<file path="src/verilog/pis_pkg.sv">
// Package: constants and carrier types for the power-up init sequencer
package pis_pkg;

  // Reference clock period in ns (25 MHz)
  localparam int unsigned PIS_CLK_NS        = 40;
  // Least PLL settle wait after reset release, in us
  localparam int unsigned PIS_PLL_WAIT_US   = 100;
  localparam int unsigned PIS_PLL_WAIT_CYC  =
    (PIS_PLL_WAIT_US * 1000 + PIS_CLK_NS - 1) / PIS_CLK_NS;
  // Flash serial clock: nominal 33.3 MHz; from 25 MHz the closest legal
  // division is one half period per reference clock cycle
  localparam int unsigned PIS_SCK_HALF_CYC  = 1;
  // Flash read command and framing
  localparam logic [7:0]  PIS_FAST_READ_OP  = 8'h0b;
  localparam logic [23:0] PIS_CFG_ADDR      = 24'h000000;
  localparam int unsigned PIS_ADDR_BYTES    = 3;
  localparam int unsigned PIS_DUMMY_BYTES   = 1;
  // Header bytes sent before data: opcode, address, dummy
  localparam logic [5:0]  PIS_HDR_BITS      = 6'h28;
  // Configuration bytes read from flash
  localparam logic [15:0] PIS_CFG_BYTES     = 16'h0040;

  typedef enum logic [2:0] {
    PIS_RESET_HOLD,
    PIS_PLL_LOCK,
    PIS_FLASH_LOAD,
    PIS_DONE
  } pis_state_t;

  // Flash pin group: outputs plus their enables
  typedef struct packed {
    logic sck;
    logic sck_oe;
    logic mosi;
    logic mosi_oe;
    logic cs_n;
    logic cs_n_oe;
  } pis_flash_t;

  // Config byte writeback to the rest of the controller
  typedef struct packed {
    logic        valid;
    logic [15:0] index;
    logic [7:0]  data;
  } pis_cfg_t;

endpackage : pis_pkg

</file>
<file path="src/verilog/pis_flash_reader.sv">
// Single-lane SPI mode 0 fast-read engine for the configuration flash
`timescale 1ns/1ps
module pis_flash_reader
  import pis_pkg::*;
(
  input  wire logic       ref_clk,
  input  wire logic       sys_rst,
  input  wire logic       start,
  input  wire logic       miso,
  output pis_flash_t      pins,
  output pis_cfg_t        cfg,
  output logic            done
);

  logic [39:0] hdr_q;
  logic [5:0]  hdr_cnt_q;
  logic [15:0] byte_cnt_q;
  logic [2:0]  bit_cnt_q;
  logic [7:0]  shift_q;
  logic        busy_q;
  logic        go_q;
  logic        sck_q;
  logic        take_q;
  logic        sck_d;
  logic        hdr_step;
  logic        last_bit;

  // The pin stage lags one cycle, so returned data is taken one cycle
  // after the internal fall, when the pin itself falls
  assign hdr_step = busy_q && sck_q && (hdr_cnt_q != PIS_HDR_BITS);
  assign last_bit = take_q && (bit_cnt_q == 3'h7) &&
                    (byte_cnt_q == PIS_CFG_BYTES - 16'h0001);
  // One idle cycle after select falls gives the first bit its setup
  assign sck_d    = (busy_q && go_q && !last_bit) ? ~sck_q : 1'b0;

  // Serial clock: idle low, toggles each reference cycle while busy
  always_ff @(posedge ref_clk or posedge sys_rst)
  begin
    if (sys_rst)
    begin
      sck_q <= 1'b0;
      go_q  <= 1'b0;
    end
    else
    begin
      sck_q <= sck_d; // RL12
      go_q  <= busy_q;
    end
  end

  // Header shift on the falling serial edge, capture at the pin's fall
  always_ff @(posedge ref_clk or posedge sys_rst)
  begin
    if (sys_rst)
    begin
      busy_q     <= 1'b0;
      hdr_q      <= 40'h0000000000;
      hdr_cnt_q  <= 6'h00;
      byte_cnt_q <= 16'h0000;
      bit_cnt_q  <= 3'h0;
      shift_q    <= 8'h00;
      take_q     <= 1'b0;
      done       <= 1'b0;
      cfg        <= '0;
    end
    else
    begin
      cfg.valid <= 1'b0;
      take_q    <= busy_q && sck_q && (hdr_cnt_q == PIS_HDR_BITS);
      if (start && !busy_q && !done)
      begin
        busy_q <= 1'b1;
        hdr_q  <= {PIS_FAST_READ_OP, PIS_CFG_ADDR, 8'h00}; // RL11
        hdr_cnt_q  <= 6'h00;
        byte_cnt_q <= 16'h0000;
        bit_cnt_q  <= 3'h0;
      end
      else if (hdr_step)
      begin
        // Internal fall: shift the header for the next launch
        hdr_q     <= {hdr_q[38:0], 1'b0}; // RL13
        hdr_cnt_q <= hdr_cnt_q + 6'h01;
      end
      else if (take_q)
      begin
        // Pin falls now: the flash bit has stood for a whole cycle
        shift_q   <= {shift_q[6:0], miso}; // RL13
        bit_cnt_q <= bit_cnt_q + 3'h1;
        if (bit_cnt_q == 3'h7)
        begin
          cfg.valid  <= 1'b1;
          cfg.index  <= byte_cnt_q;
          cfg.data   <= {shift_q[6:0], miso};
          byte_cnt_q <= byte_cnt_q + 16'h0001;
          if (last_bit)
          begin
            busy_q <= 1'b0;
            done   <= 1'b1;
          end
        end
      end
    end
  end

  // Pins tri-stated by the reset path; the top registers the enables again
  always_ff @(posedge ref_clk or posedge sys_rst)
  begin
    if (sys_rst)
      pins <= '{sck: 1'b0, sck_oe: 1'b0, mosi: 1'b0, mosi_oe: 1'b0,
                cs_n: 1'b1, cs_n_oe: 1'b0};
    else
    begin
      pins.sck     <= sck_d;
      pins.sck_oe  <= 1'b1;
      pins.mosi    <= hdr_step ? hdr_q[38] : hdr_q[39]; // RL13
      pins.mosi_oe <= 1'b1;
      pins.cs_n    <= ~busy_q;
      pins.cs_n_oe <= 1'b1;
    end
  end

endmodule : pis_flash_reader

</file>
<file path="src/verilog/pis_powerup_init_sequencer.sv">
// Top: power-up reset, PLL wait and flash self-configuration sequencer
// Operation
// RL1: Power monitor holds reset low during power-up.
// RL2: Reset held until supplies good, power-good high, clocks stable.
// RL3: In reset, outputs inactive and bidirectional pins set as inputs.
// RL4: In reset, mirror power, LED and flash pins float.
// RL5: After reset, lock PLL first, then load configuration from flash.
// RL6: On reset release, all pins become active.
// RL7: Init-busy goes high right after reset release.
// RL8: Init-busy goes low when initialization completes.
// RL9: Host may send I2C commands after busy low or 100 ms.
// RL10: Host timeout starts at reset release; busy ignored in reset.
// RL11: Flash read uses only opcode 0x0b, three address, one dummy byte.
// RL12: Single SPI mode 0 flash interface, serial clock near 33.3 MHz; the code runs it at 12.5 MHz.
// RL13: Launch and sample flash data on falling serial clock edge.
// RL14: Clock and reset kept 500 us after power-good falls.
`timescale 1ns/1ps
module pis_powerup_init_sequencer
  import pis_pkg::*;
(
  input  wire logic ref_clk,
  input  wire logic sys_rst,
  input  wire logic pll_locked,
  input  wire logic flash_serial_in,
  input  wire logic gpio_in,
  output logic      init_busy_out,
  output logic      gpio_out,
  output logic      gpio_oe,
  output logic      mirror_power_enable,
  output logic      mirror_power_enable_oe,
  output logic      led_driver_on,
  output logic      led_driver_on_oe,
  output logic      led_select_0,
  output logic      led_select_0_oe,
  output logic      led_select_1,
  output logic      led_select_1_oe,
  output logic      flash_serial_clock,
  output logic      flash_serial_clock_oe,
  output logic      flash_serial_out,
  output logic      flash_serial_out_oe,
  output logic      flash_chip_select,
  output logic      flash_chip_select_oe,
  output logic      cfg_valid,
  output logic [15:0] cfg_index,
  output logic [7:0]  cfg_data
);

  pis_state_t  state_q;
  logic [11:0] wait_q;
  logic        rd_start;
  logic        rd_done;
  pis_flash_t  fpins;
  pis_cfg_t    fcfg;

  assign rd_start = (state_q == PIS_FLASH_LOAD);

  pis_flash_reader u_reader (
    .ref_clk (ref_clk),
    .sys_rst (sys_rst),
    .start   (rd_start),
    .miso    (flash_serial_in),
    .pins    (fpins),
    .cfg     (fcfg),
    .done    (rd_done)
  );

  // Sequence: PLL wait with lock, then flash load, then done
  always_ff @(posedge ref_clk or posedge sys_rst)
  begin
    if (sys_rst)
    begin
      state_q <= PIS_RESET_HOLD;
      wait_q  <= 12'h000;
    end
    else
    begin
      unique case (state_q)
        PIS_RESET_HOLD:
          state_q <= PIS_PLL_LOCK;
        PIS_PLL_LOCK:
        begin
          // Lock seen only after the least settle time, so a glitchy
          // early lock indication cannot start the flash load
          if (wait_q != 12'(PIS_PLL_WAIT_CYC))
            wait_q <= wait_q + 12'h001;
          else if (pll_locked)
            state_q <= PIS_FLASH_LOAD; // RL5
        end
        PIS_FLASH_LOAD:
          if (rd_done)
            state_q <= PIS_DONE; // RL5
        PIS_DONE:
          state_q <= PIS_DONE;
        default:
          state_q <= PIS_RESET_HOLD;
      endcase
    end
  end

  // Busy flag: low in reset, high from first edge, low at completion
  always_ff @(posedge ref_clk or posedge sys_rst)
  begin
    if (sys_rst)
      init_busy_out <= 1'b0; // RL3
    else
      init_busy_out <= (state_q != PIS_DONE); // RL7 RL8
  end

  // Pin enables: floated or inputs in reset, all active after release
  always_ff @(posedge ref_clk or posedge sys_rst)
  begin
    if (sys_rst)
    begin
      gpio_out               <= 1'b0;
      gpio_oe                <= 1'b0; // RL3
      mirror_power_enable    <= 1'b0;
      mirror_power_enable_oe <= 1'b0; // RL4
      led_driver_on          <= 1'b0;
      led_driver_on_oe       <= 1'b0; // RL4
      led_select_0           <= 1'b0;
      led_select_0_oe        <= 1'b0; // RL4
      led_select_1           <= 1'b0;
      led_select_1_oe        <= 1'b0; // RL4
    end
    else
    begin
      gpio_out               <= gpio_in;
      gpio_oe                <= 1'b1; // RL6
      mirror_power_enable    <= (state_q == PIS_DONE);
      mirror_power_enable_oe <= 1'b1; // RL6
      led_driver_on          <= 1'b0;
      led_driver_on_oe       <= 1'b1; // RL6
      led_select_0           <= 1'b0;
      led_select_0_oe        <= 1'b1; // RL6
      led_select_1           <= 1'b0;
      led_select_1_oe        <= 1'b1; // RL6
    end
  end

  // Flash pins: one more register stage keeps outputs flop-driven
  always_ff @(posedge ref_clk or posedge sys_rst)
  begin
    if (sys_rst)
    begin
      flash_serial_clock    <= 1'b0;
      flash_serial_clock_oe <= 1'b0; // RL4
      flash_serial_out      <= 1'b0;
      flash_serial_out_oe   <= 1'b0; // RL4
      flash_chip_select     <= 1'b1;
      flash_chip_select_oe  <= 1'b0; // RL4
      cfg_valid             <= 1'b0;
      cfg_index             <= 16'h0000;
      cfg_data              <= 8'h00;
    end
    else
    begin
      flash_serial_clock    <= fpins.sck;
      flash_serial_clock_oe <= fpins.sck_oe; // RL6
      flash_serial_out      <= fpins.mosi; // RL13
      flash_serial_out_oe   <= fpins.mosi_oe;
      flash_chip_select     <= fpins.cs_n;
      flash_chip_select_oe  <= fpins.cs_n_oe;
      cfg_valid             <= fcfg.valid;
      cfg_index             <= fcfg.index;
      cfg_data              <= fcfg.data;
    end
  end

endmodule : pis_powerup_init_sequencer

</file>
<file path="config.mk">
export PLATFORM = sky130hd
export DESIGN_NAME = pis_powerup_init_sequencer
export DESIGN_NICKNAME = d
export VERILOG_FILES = /design/src/verilog/pis_pkg.sv /design/src/verilog/pis_flash_reader.sv /design/src/verilog/pis_powerup_init_sequencer.sv
export SDC_FILE = /design/constraint.sdc
export NUM_CORES = 1
export LEC_CHECK = 0
export BUFFER_PORTS_ARGS = -buffer_cell sky130_fd_sc_hd__buf_2
export CORE_MARGIN = 5
export CORE_UTILIZATION = 40
export DETAILED_ROUTE_END_ITERATION = 10
export SYNTH_ARGS = -nofsm -noshare
export SYNTH_HDL_FRONTEND = slang
export SYNTH_SLANG_ARGS = --single-unit
</file>
<file path="constraint.sdc">
create_clock -name ref_clk -period 4.9 [get_ports ref_clk]
set_input_delay 1.225 -clock ref_clk [delete_from_list [all_inputs] [get_ports ref_clk]]
set_output_delay 1.225 -clock ref_clk [all_outputs]
set_load 0.005 [all_outputs]
</file>
; Word-level counts from Yosys, hierarchy flattened
; Index checks and enable logic that the tools add are counted.
; Widths: inputs -> output; s select.
[op_classes]
add_sub_neg = 4
n_eq_ne = 13
n_mux = 26
bitwise = 4
reduce_logical = 25
[ops]
columns = operator, count
row1 = $mux 25, 4
row2 = $mux 40, 2
row3 = $mux 16, 4
row4 = $mux 3, 6
row5 = $add 16x1->16 const B, 1
row6 = $eq 16x6->1 const B, 1
row7 = $add 12x1->12 const B, 1
row8 = $mux 6, 2
row9 = $ne 12x12->1 const B, 1
row10 = $pmux 3 s4, 1
row11 = $logic_and 1x1->1, 9
row12 = $reduce_and 3->1, 3
row13 = $ne 2x2->1 const B, 4
row14 = $reduce_and 4->1, 2
row15 = $reduce_bool 2->1, 4
row16 = $mux 1, 7
row17 = $add 6x1->6 const B, 1
row18 = $eq 3x2->1 const B, 2
row19 = $eq 6x6->1 const B, 1
row20 = $ne 6x6->1 const B, 1
row21 = $reduce_and 5->1, 1
row22 = $not 1->1, 4
row23 = $reduce_and 2->1, 2
row24 = $add 3x1->3 const B, 1
row25 = 5 further kinds, 7
[totals]
ff_bits = 152
input_bits = 5
output_inout_bits = 42
word_cells = 100

; Depth between registers and ports, before layout
; Gate-level depths: netlist (run 1).
[depth]
word_depth = 8
mapped_depth = 7
mapped_depth_nobuf = 6

; By module
; From an unflattened synthesis (run 1), not the netlist that was laid out.
[unflattened]
hier_cells = 376
area_unflattened_um2 = 4795.8
[modules_own_cells]
columns = mod, n_inst, cells_each, area_per_inst_um2, seq_area_each_um2
row1 = pis_flash_reader, 1, 265, 3135.5, 1828.0
row2 = pis_powerup_init_sequencer, 1, 111, 1660.3, 1227.4

; Least setup slack after synthesis (run 1)
; OpenSTA, ideal clock, no wires.
[synth_path]
kind = reg2reg
start = register state_q[0]
end = register u_reader.cfg[13] in the netlist's numbering
setup_ns = 0.125
t_arrival_ns = 1.726
t_required_ns = 4.775
slack_ns = 3.049
path_stages_with_launch = 6
path_buffers = 2
synth_period_minus_slack_ns = 1.851
cell_sequence = dfrtp_1 -> or4b_1 -> buf_6 -> nand4_4 -> buf_6 -> mux2_4
[synth_between]
elab_chain_len = 5
[synth_lines]
columns = element, line
row1 = from (decl), pis_powerup_init_sequencer.sv:48  ; pis_state_t state_q;
row2 = from (signal assigned), pis_powerup_init_sequencer.sv:72  ; state_q <= PIS_RESET_HOLD;
row3 = from (signal assigned), pis_powerup_init_sequencer.sv:79  ; state_q <= PIS_PLL_LOCK;
row4 = from (signal assigned), pis_powerup_init_sequencer.sv:87  ; state_q <= PIS_FLASH_LOAD;
row5 = $eq 3x2->1, pis_powerup_init_sequencer.sv:55  ; assign rd_start = (state_q == PIS_FLASH_LOAD);
row6 = $logic_and 1x1->1 (2 in series), pis_flash_reader.sv:70  ; if (start && !busy_q && !done)
row7 = $not 1->1 (no source line), n/a
row8 = $reduce_and 4->1 (no source line), n/a
row9 = to (decl), pis_flash_reader.sv:11  ; output pis_cfg_t cfg,
; No other way between the ends.
; A chain may end at the register's enable or synchronous reset.

; Worst setup path in the final report (run 1)
[layout_path]
start = register u_reader.busy_q
end = register u_reader.cfg[5] in the netlist's numbering
[layout_between]
elab_chain_len = 5
word_cells_on_any_way = 8
classes_between = 2 x bitwise / 6 x reduce/logical
[layout_lines]
columns = element, line
row1 = from (decl), pis_flash_reader.sv:20  ; logic busy_q;
row2 = from (signal assigned), pis_flash_reader.sv:56  ; busy_q <= 1'b0;
row3 = from (signal assigned), pis_flash_reader.sv:72  ; busy_q <= 1'b1;
row4 = from (signal assigned), pis_flash_reader.sv:97  ; busy_q <= 1'b0;
row5 = $logic_not 1->1, pis_flash_reader.sv:70
row6 = $logic_and 1x1->1 (2 in series), pis_flash_reader.sv:70
row7 = $not 1->1 (no source line), n/a
row8 = $reduce_and 4->1 (no source line) *, n/a
; Every way passes the cells marked *; elsewhere a longest branch is shown, timed or not.

==> results of run 1 <==
[logic make-up (layout without fill, tap and decap cells)]
logic type | after synthesis | in the layout | synth area share
AOI/OAI and AO/OA | 46 | 46 | 0.0614
xor gates and xnor gates | 14 | 14 | 0.0255
adders and majority gates | 7 | 7 | 0.0182
buffers and inverters | 32 | 89 | 0.0396
DFF | 119 | 119 | 0.620
muxes | 36 | 36 | 0.0971
other | 2 | 4 | 0.00156
and+or+nand+nor | 119 | 119 | 0.136
[stage by stage]
step | setup WS, ns | cells | utilization | total power [mW] | cell area (um^2)
2_1_floorplan | 0.521 | 377 | - | 1.03 | 4810
3_3_place_gp | 2.50 | 550 | 0.429 | 1.03 | 5110
3_5_place_dp | 2.45 | 550 | 0.429 | 1.03 | 5110
4_1_cts | 2.44 | 581 | 0.483 | 2.38 | 5750
5_1_grt | 2.32 | 581 | 0.483 | 2.43 | 5750
6_report | 2.48 | 581 | 0.483 | 2.35 | 5750
[Yosys cell counts, types with 4 or more instances]
cell	number	share of area
and3_1	9	0.012
mux2_4	17	0.053
mux2_2	17	0.040
nor2_1	13	0.010
nor3_1	6	0.0062
dfrtp_1	117	0.61
inv_1	11	0.0086
or4_1	6	0.0094
o21ai_0	13	0.014
a21oi_1	14	0.015
xor2_1	6	0.011
or3_1	5	0.0065
nand3_1	15	0.016
ha_1	7	0.018
xnor2_1	8	0.015
a31oi_1	4	0.0052
buf_6	4	0.0094
nand2_1	38	0.030
buf_4	9	0.014
nand4_1	5	0.0065
buf_2	5	0.0052
[sequential cells by signal, summed over array words and instances, names as in the netlist, 2 cells and up]
signal and flops:
u_reader.cfg 25, cfg_index 16, u_reader.hdr_cnt_q 6, wait_q 12
state_q 2, cfg_data 8, u_reader.shift_q 7, u_reader.bit_cnt_q 3
u_reader.byte_cnt_q 16, u_reader.pins 3, u_reader.hdr_q 8
[how the worst min path moves through the flow]
stage                           from          endpoint  cells past startpoint  slack [ns]
finish              u_reader.pins[3]  flash_serial_out                      0        0.35
global route        u_reader.pins[3]  flash_serial_out                      0        0.35
CTS                 u_reader.pins[3]  flash_serial_out                      0        0.35
detailed placement  u_reader.pins[3]  flash_serial_out                      0        0.34
global placement    u_reader.cfg[24]         cfg_valid                      0        0.33
floorplan           u_reader.cfg[24]         cfg_valid                      0        0.33
[layer usage]
metal	up-vias	track usage	routed length, um
li1	1398	-	-
met3	16	0.0396	367
met2	58	0.202	4010
met1	1481	0.149	3670
met4	0	0.0558	154
met5	-	0	0
[area by class of cell]
class                      instances  area share
sequential                       119       0.518
multi-input combinational        226       0.288
clock buffer                      19      0.0770
timing repair buffer              47      0.0426
clock inverter                    12      0.0350
tap                              147      0.0320
inverter                          11     0.00761
[where the power goes]
group	internal (mW)	switching, mW
Sequential	0.986	0.00105
Clock	0.911	0.426
Combinational	0.00534	0.0218
Total	1.90	0.449
[worst max-delay path, stage by stage (launching register included)]
cell and delay, ns:
dfrtp_1 0.47, or4b_1 0.86, nand4_4 0.58, mux2_2 0.40
==> results.yml, run 1 <==
timing:
  holdWs_ns: 0.346
  fmax_ghz: 0.413
  finalCritPeriodShare: 0.494
  hold_violations: 0
  fin_crit_ns: 2.42
  slew_headroom: 0.389
  tns_ns: 0
  fin_worst_skew_ns: 0.00884
  rsz0062_at_grt: "false"
  slew_violations: 0
  setup_viol: 0
  worst_pin_slew_ns: 0.916
logic_synthesis:
  netlist_instances: 375
  synth_seq_area_share: 0.620
  syn_area_um2: 4810
  synth_warnings: 0
  avgSynthCellArea_um2: 12.8
  synth_edf_count: 0
  ys_seq_elements: 119
  ys_async_sr_fraction: 1.00
  synthFlopType: "dfrtp_1"
  yosysUniqueCellTypes: 48
job:
  drv_cap: 0
die:
  pin_count: 47
  fp-row-count: 40
  die_h_um: 120
  die_width_um: 120
  initial_utilization: 0.403
  core_area_um2: 11900
  die_area_um2: 14300
power:
  ir_worst_vdd_mv: 0.202
  power.leakage_nw: 2.92
  power_density_nw_per_um2: 409
critical_path:
  start_kind: "flop"
  reg2reg_depth: 3
  critical_path_arrival_ns: 2.71
  reg2reg_from: "u_reader.busy_q"
  cp_max_fo: 27
  timing.rr.end: "u_reader.cfg[5]"
  worstSetupEndpointType: "flop"
  critPathLaunch: "u_reader.busy_q"
  r2r_slack_ns: 2.48
  critPathKind: "flop to flop"
  critPathRequiredTime_ns: 5.19
  endpoint: "u_reader.cfg[5]"
clocking:
  numCtsBuffers: 17
  clk_pin_slew_ns: 0.06
  cts.sink_count: 119
  cts_root_buf: "clkbuf_16"
  cts_setup_buffers: 0
  cts_max_level: 4
  clockBufferDepth: 2
  clk_latency_ns: 0.41
  cts_resized: 0
  hold_buffers: 0
  cts_tree: "built"
final_layout:
  diodes: 0
  register_area_um2: 2980
  layout_common_cells: "dfrtp_1, buf_2, nand2_1"
  multi_input_area_um2: 1660
  nFillCells: 1034
  area_growth_pct: 19.7
  fin_nets: 434
  final_layout_size_suffix_gt1_frac: 0.286
  layout_commonest_cell: "dfrtp_1"
grt:
  grt_max_degree: 77
  antenna_found_initial: 0
  grt_pass1_vias: 2928
  track_usage: 0.124
  grt_first_pass_wirelength_um: 14200
  grt_overflow: 0
detailed_routing:
  drt-vias-per-instance: 5.08
  drc: 0
  drt_iter0_markers: 192
  postRouteWirelength_um: 8210
  ant_nets: 0
  firstDrtPassIters: 6
  routed-via-count: 2953
  wire_per_inst_um: 14.1
placed_design:
  hpwl_um: 5290
  gp_congestion: 0.749
  port_buffers: 43
hold_path:
  min_path_type: "flop to flop"
outcome:
  status: "finished clean"
Note: power is estimated with default switching activity, not from simulation.
==> inputs of run 2 (changes only) <==
==> constraint.sdc (replaced) <==
create_clock -name ref_clk -period 2.1 [get_ports ref_clk]
set_input_delay 0.525 -clock ref_clk [delete_from_list [all_inputs] [get_ports ref_clk]]
set_output_delay 0.525 -clock ref_clk [all_outputs]
set_load 0.005 [all_outputs]
==> results.yml, run 2 (synthesis results as in run 1) <==
outcome:
  status: "finished clean"
clocking:
  clk_latency_ns: 0.42
  cts_max_level: 4
  cts_tree: "built"
  clockBufferDepth: 2
  cts.sink_count: 119
  cts_root_buf: "clkbuf_16"
  clk_pin_slew_ns: 0.05
  hold_buffers: 0
  numCtsBuffers: 17
critical_path:
  path_cells: "ha_1, ha_1, and4_2, nand3_1, or4_1, a21oi_1"
  cp_max_fo: 8
  start_kind: "flop"
  r2r_slack_ns: 0.18
  critPathKind: "flop to flop"
  crit_path_max_incr_delay_ns: 0.41
  worstSetupEndpointType: "flop"
  cp_slowest_cell: "or4_1"
  crit_path_frequent_cell: "ha_1"
  timing.rr.end: "u_reader.byte_cnt_q[13]"
  reg2reg_from: "u_reader.bit_cnt_q[0]"
  critical_path_arrival_ns: 2.25
  critPathRequiredTime_ns: 2.44
  reg2reg_depth: 6
final_layout:
  final_cell_area_um2: 5870
  diodes: 0
  layout_commonest_cell: "dfrtp_1"
  layout_common_cells: "dfrtp_1, buf_2, nand2_1"
  fin_nets: 445
  fin_util: 0.493
  final_layout_size_suffix_gt1_frac: 0.312
  largest_reg_flops: 25
  area_growth_pct: 22.2
  largest_registers: "u_reader.cfg (25), cfg_index (16), u_reader.byte_cnt_q (16)"
  largest_register: "u_reader.cfg"
grt:
  grt_pass1_vias: 2910
  antenna_found_initial: 0
  grt_overflow: 0
  grt_first_pass_wirelength_um: 14300
  grt_max_degree: 120
  track_usage: 0.128
timing:
  worst_pin_slew_ns: 0.615
  finalCritPeriodShare: 0.912
  fmax_ghz: 0.522
  fin_worst_skew_ns: 0.00747
  setup_viol: 0
  rsz0062_at_grt: "false"
  hold_violations: 0
  slew_violations: 0
  slew_headroom: 0.590
  fin_crit_ns: 1.92
  tns_ns: 0
power:
  ir_worst_vdd_mv: 0.459
  power.leakage_nw: 2.99
  power_density_nw_per_um2: 925
die:
  initial_utilization: 0.403
  die_area_um2: 14300
  core_area_um2: 11900
  die_width_um: 120
  die_h_um: 120
  pin_count: 47
  fp-row-count: 40
detailed_routing:
  postRouteWirelength_um: 8330
  drt-vias-per-instance: 5.04
  routed-via-count: 2988
  drc: 0
  wire_per_inst_um: 14.0
  ant_nets: 0
  firstDrtPassIters: 4
  drt_iter0_markers: 241
hold_path:
  holdCritStartpoint: "gpio_in"
  min_path_type: "primary input to flop"
  holdPathEnd: "gpio_out"
  whs_path_depth: 1
placed_design:
  gp_congestion: 0.792
  hpwl_um: 5380
  port_buffers: 43
  post_dp_cell_area_um2: 5220
job:
  drv_cap: 0
## run 2: cell types whose count changed in the layout (fill, tap and decap cells not counted), sizes merged
cell	change
buf	+11
clkinv	+4
bufinv	-1
clkbuf	-1
clkinvlp	-1
## run 2: final cells by class
cell class,instances,area (um^2)
well taps,147,184
inverters,11,45.0
clock inverters,14,200
multi-input cells,226,1670
repair buffers,58,353
flip-flops and latches,119,2980
fillers,1049,6040
clock buffers,18,439
## run 2: critical path: cells and delay by family (launching register included)
kind                     cells  cell delay, ns
AND/OR/NAND/NOR              3            0.90
AO/OA/AOI/OAI                1            0.16
flip-flops                   1            0.36
adder cells (fa/ha/maj)      2            0.42
## run 2: routing by layer
metal  track usage  vias up  routed length, um
met4        0.0730        0                204
met1         0.158     1471               3790
met5             0        -                  0
met2         0.195       70               3990
met3        0.0434       16                349
li1              -     1431                  -
## run 2: timing repair
| action | 4_1_cts | 5_1_grt |
|---|---|---|
| endpoints found under the setup margin | 0 | 6 |
| setup buffers | 0 | 0 |
| resized for setup | 0 | 3 |
## run 2: where the power goes
part           leakage (nW)  internal [mW]  switching (mW)
Clock                 0.303           2.02            1.04
Combinational          1.06         0.0139          0.0502
Sequential             1.62           2.30         0.00249
## run 2: how the worst max path moves through the flow
stage	slack, ns	end	start
4_1_cts	0.11	u_reader.byte_cnt_q[4]	u_reader.hdr_cnt_q[2]
3_3_place_gp	0.16	u_reader.byte_cnt_q[8]	u_reader.hdr_cnt_q[2]
2_1_floorplan	0.12	cfg_data[0]	sys_rst
3_5_place_dp	0.13	u_reader.byte_cnt_q[13]	u_reader.bit_cnt_q[0]
6_report	0.18	u_reader.byte_cnt_q[13]	u_reader.bit_cnt_q[0]
5_1_grt	0.02	u_reader.byte_cnt_q[13]	u_reader.bit_cnt_q[0]
## run 2: metrics by stage
stage	setup WS, ns	power, mW	std cells	hold WS (ns)
after floorplan	0.121	2.39	377	0.331
after global placement	0.160	2.41	561	0.334
after detailed placement	0.127	2.41	561	0.343
after CTS	0.108	5.51	593	0.206
after global routing	0.0238	5.63	593	0.206
final	0.184	5.43	593	0.221
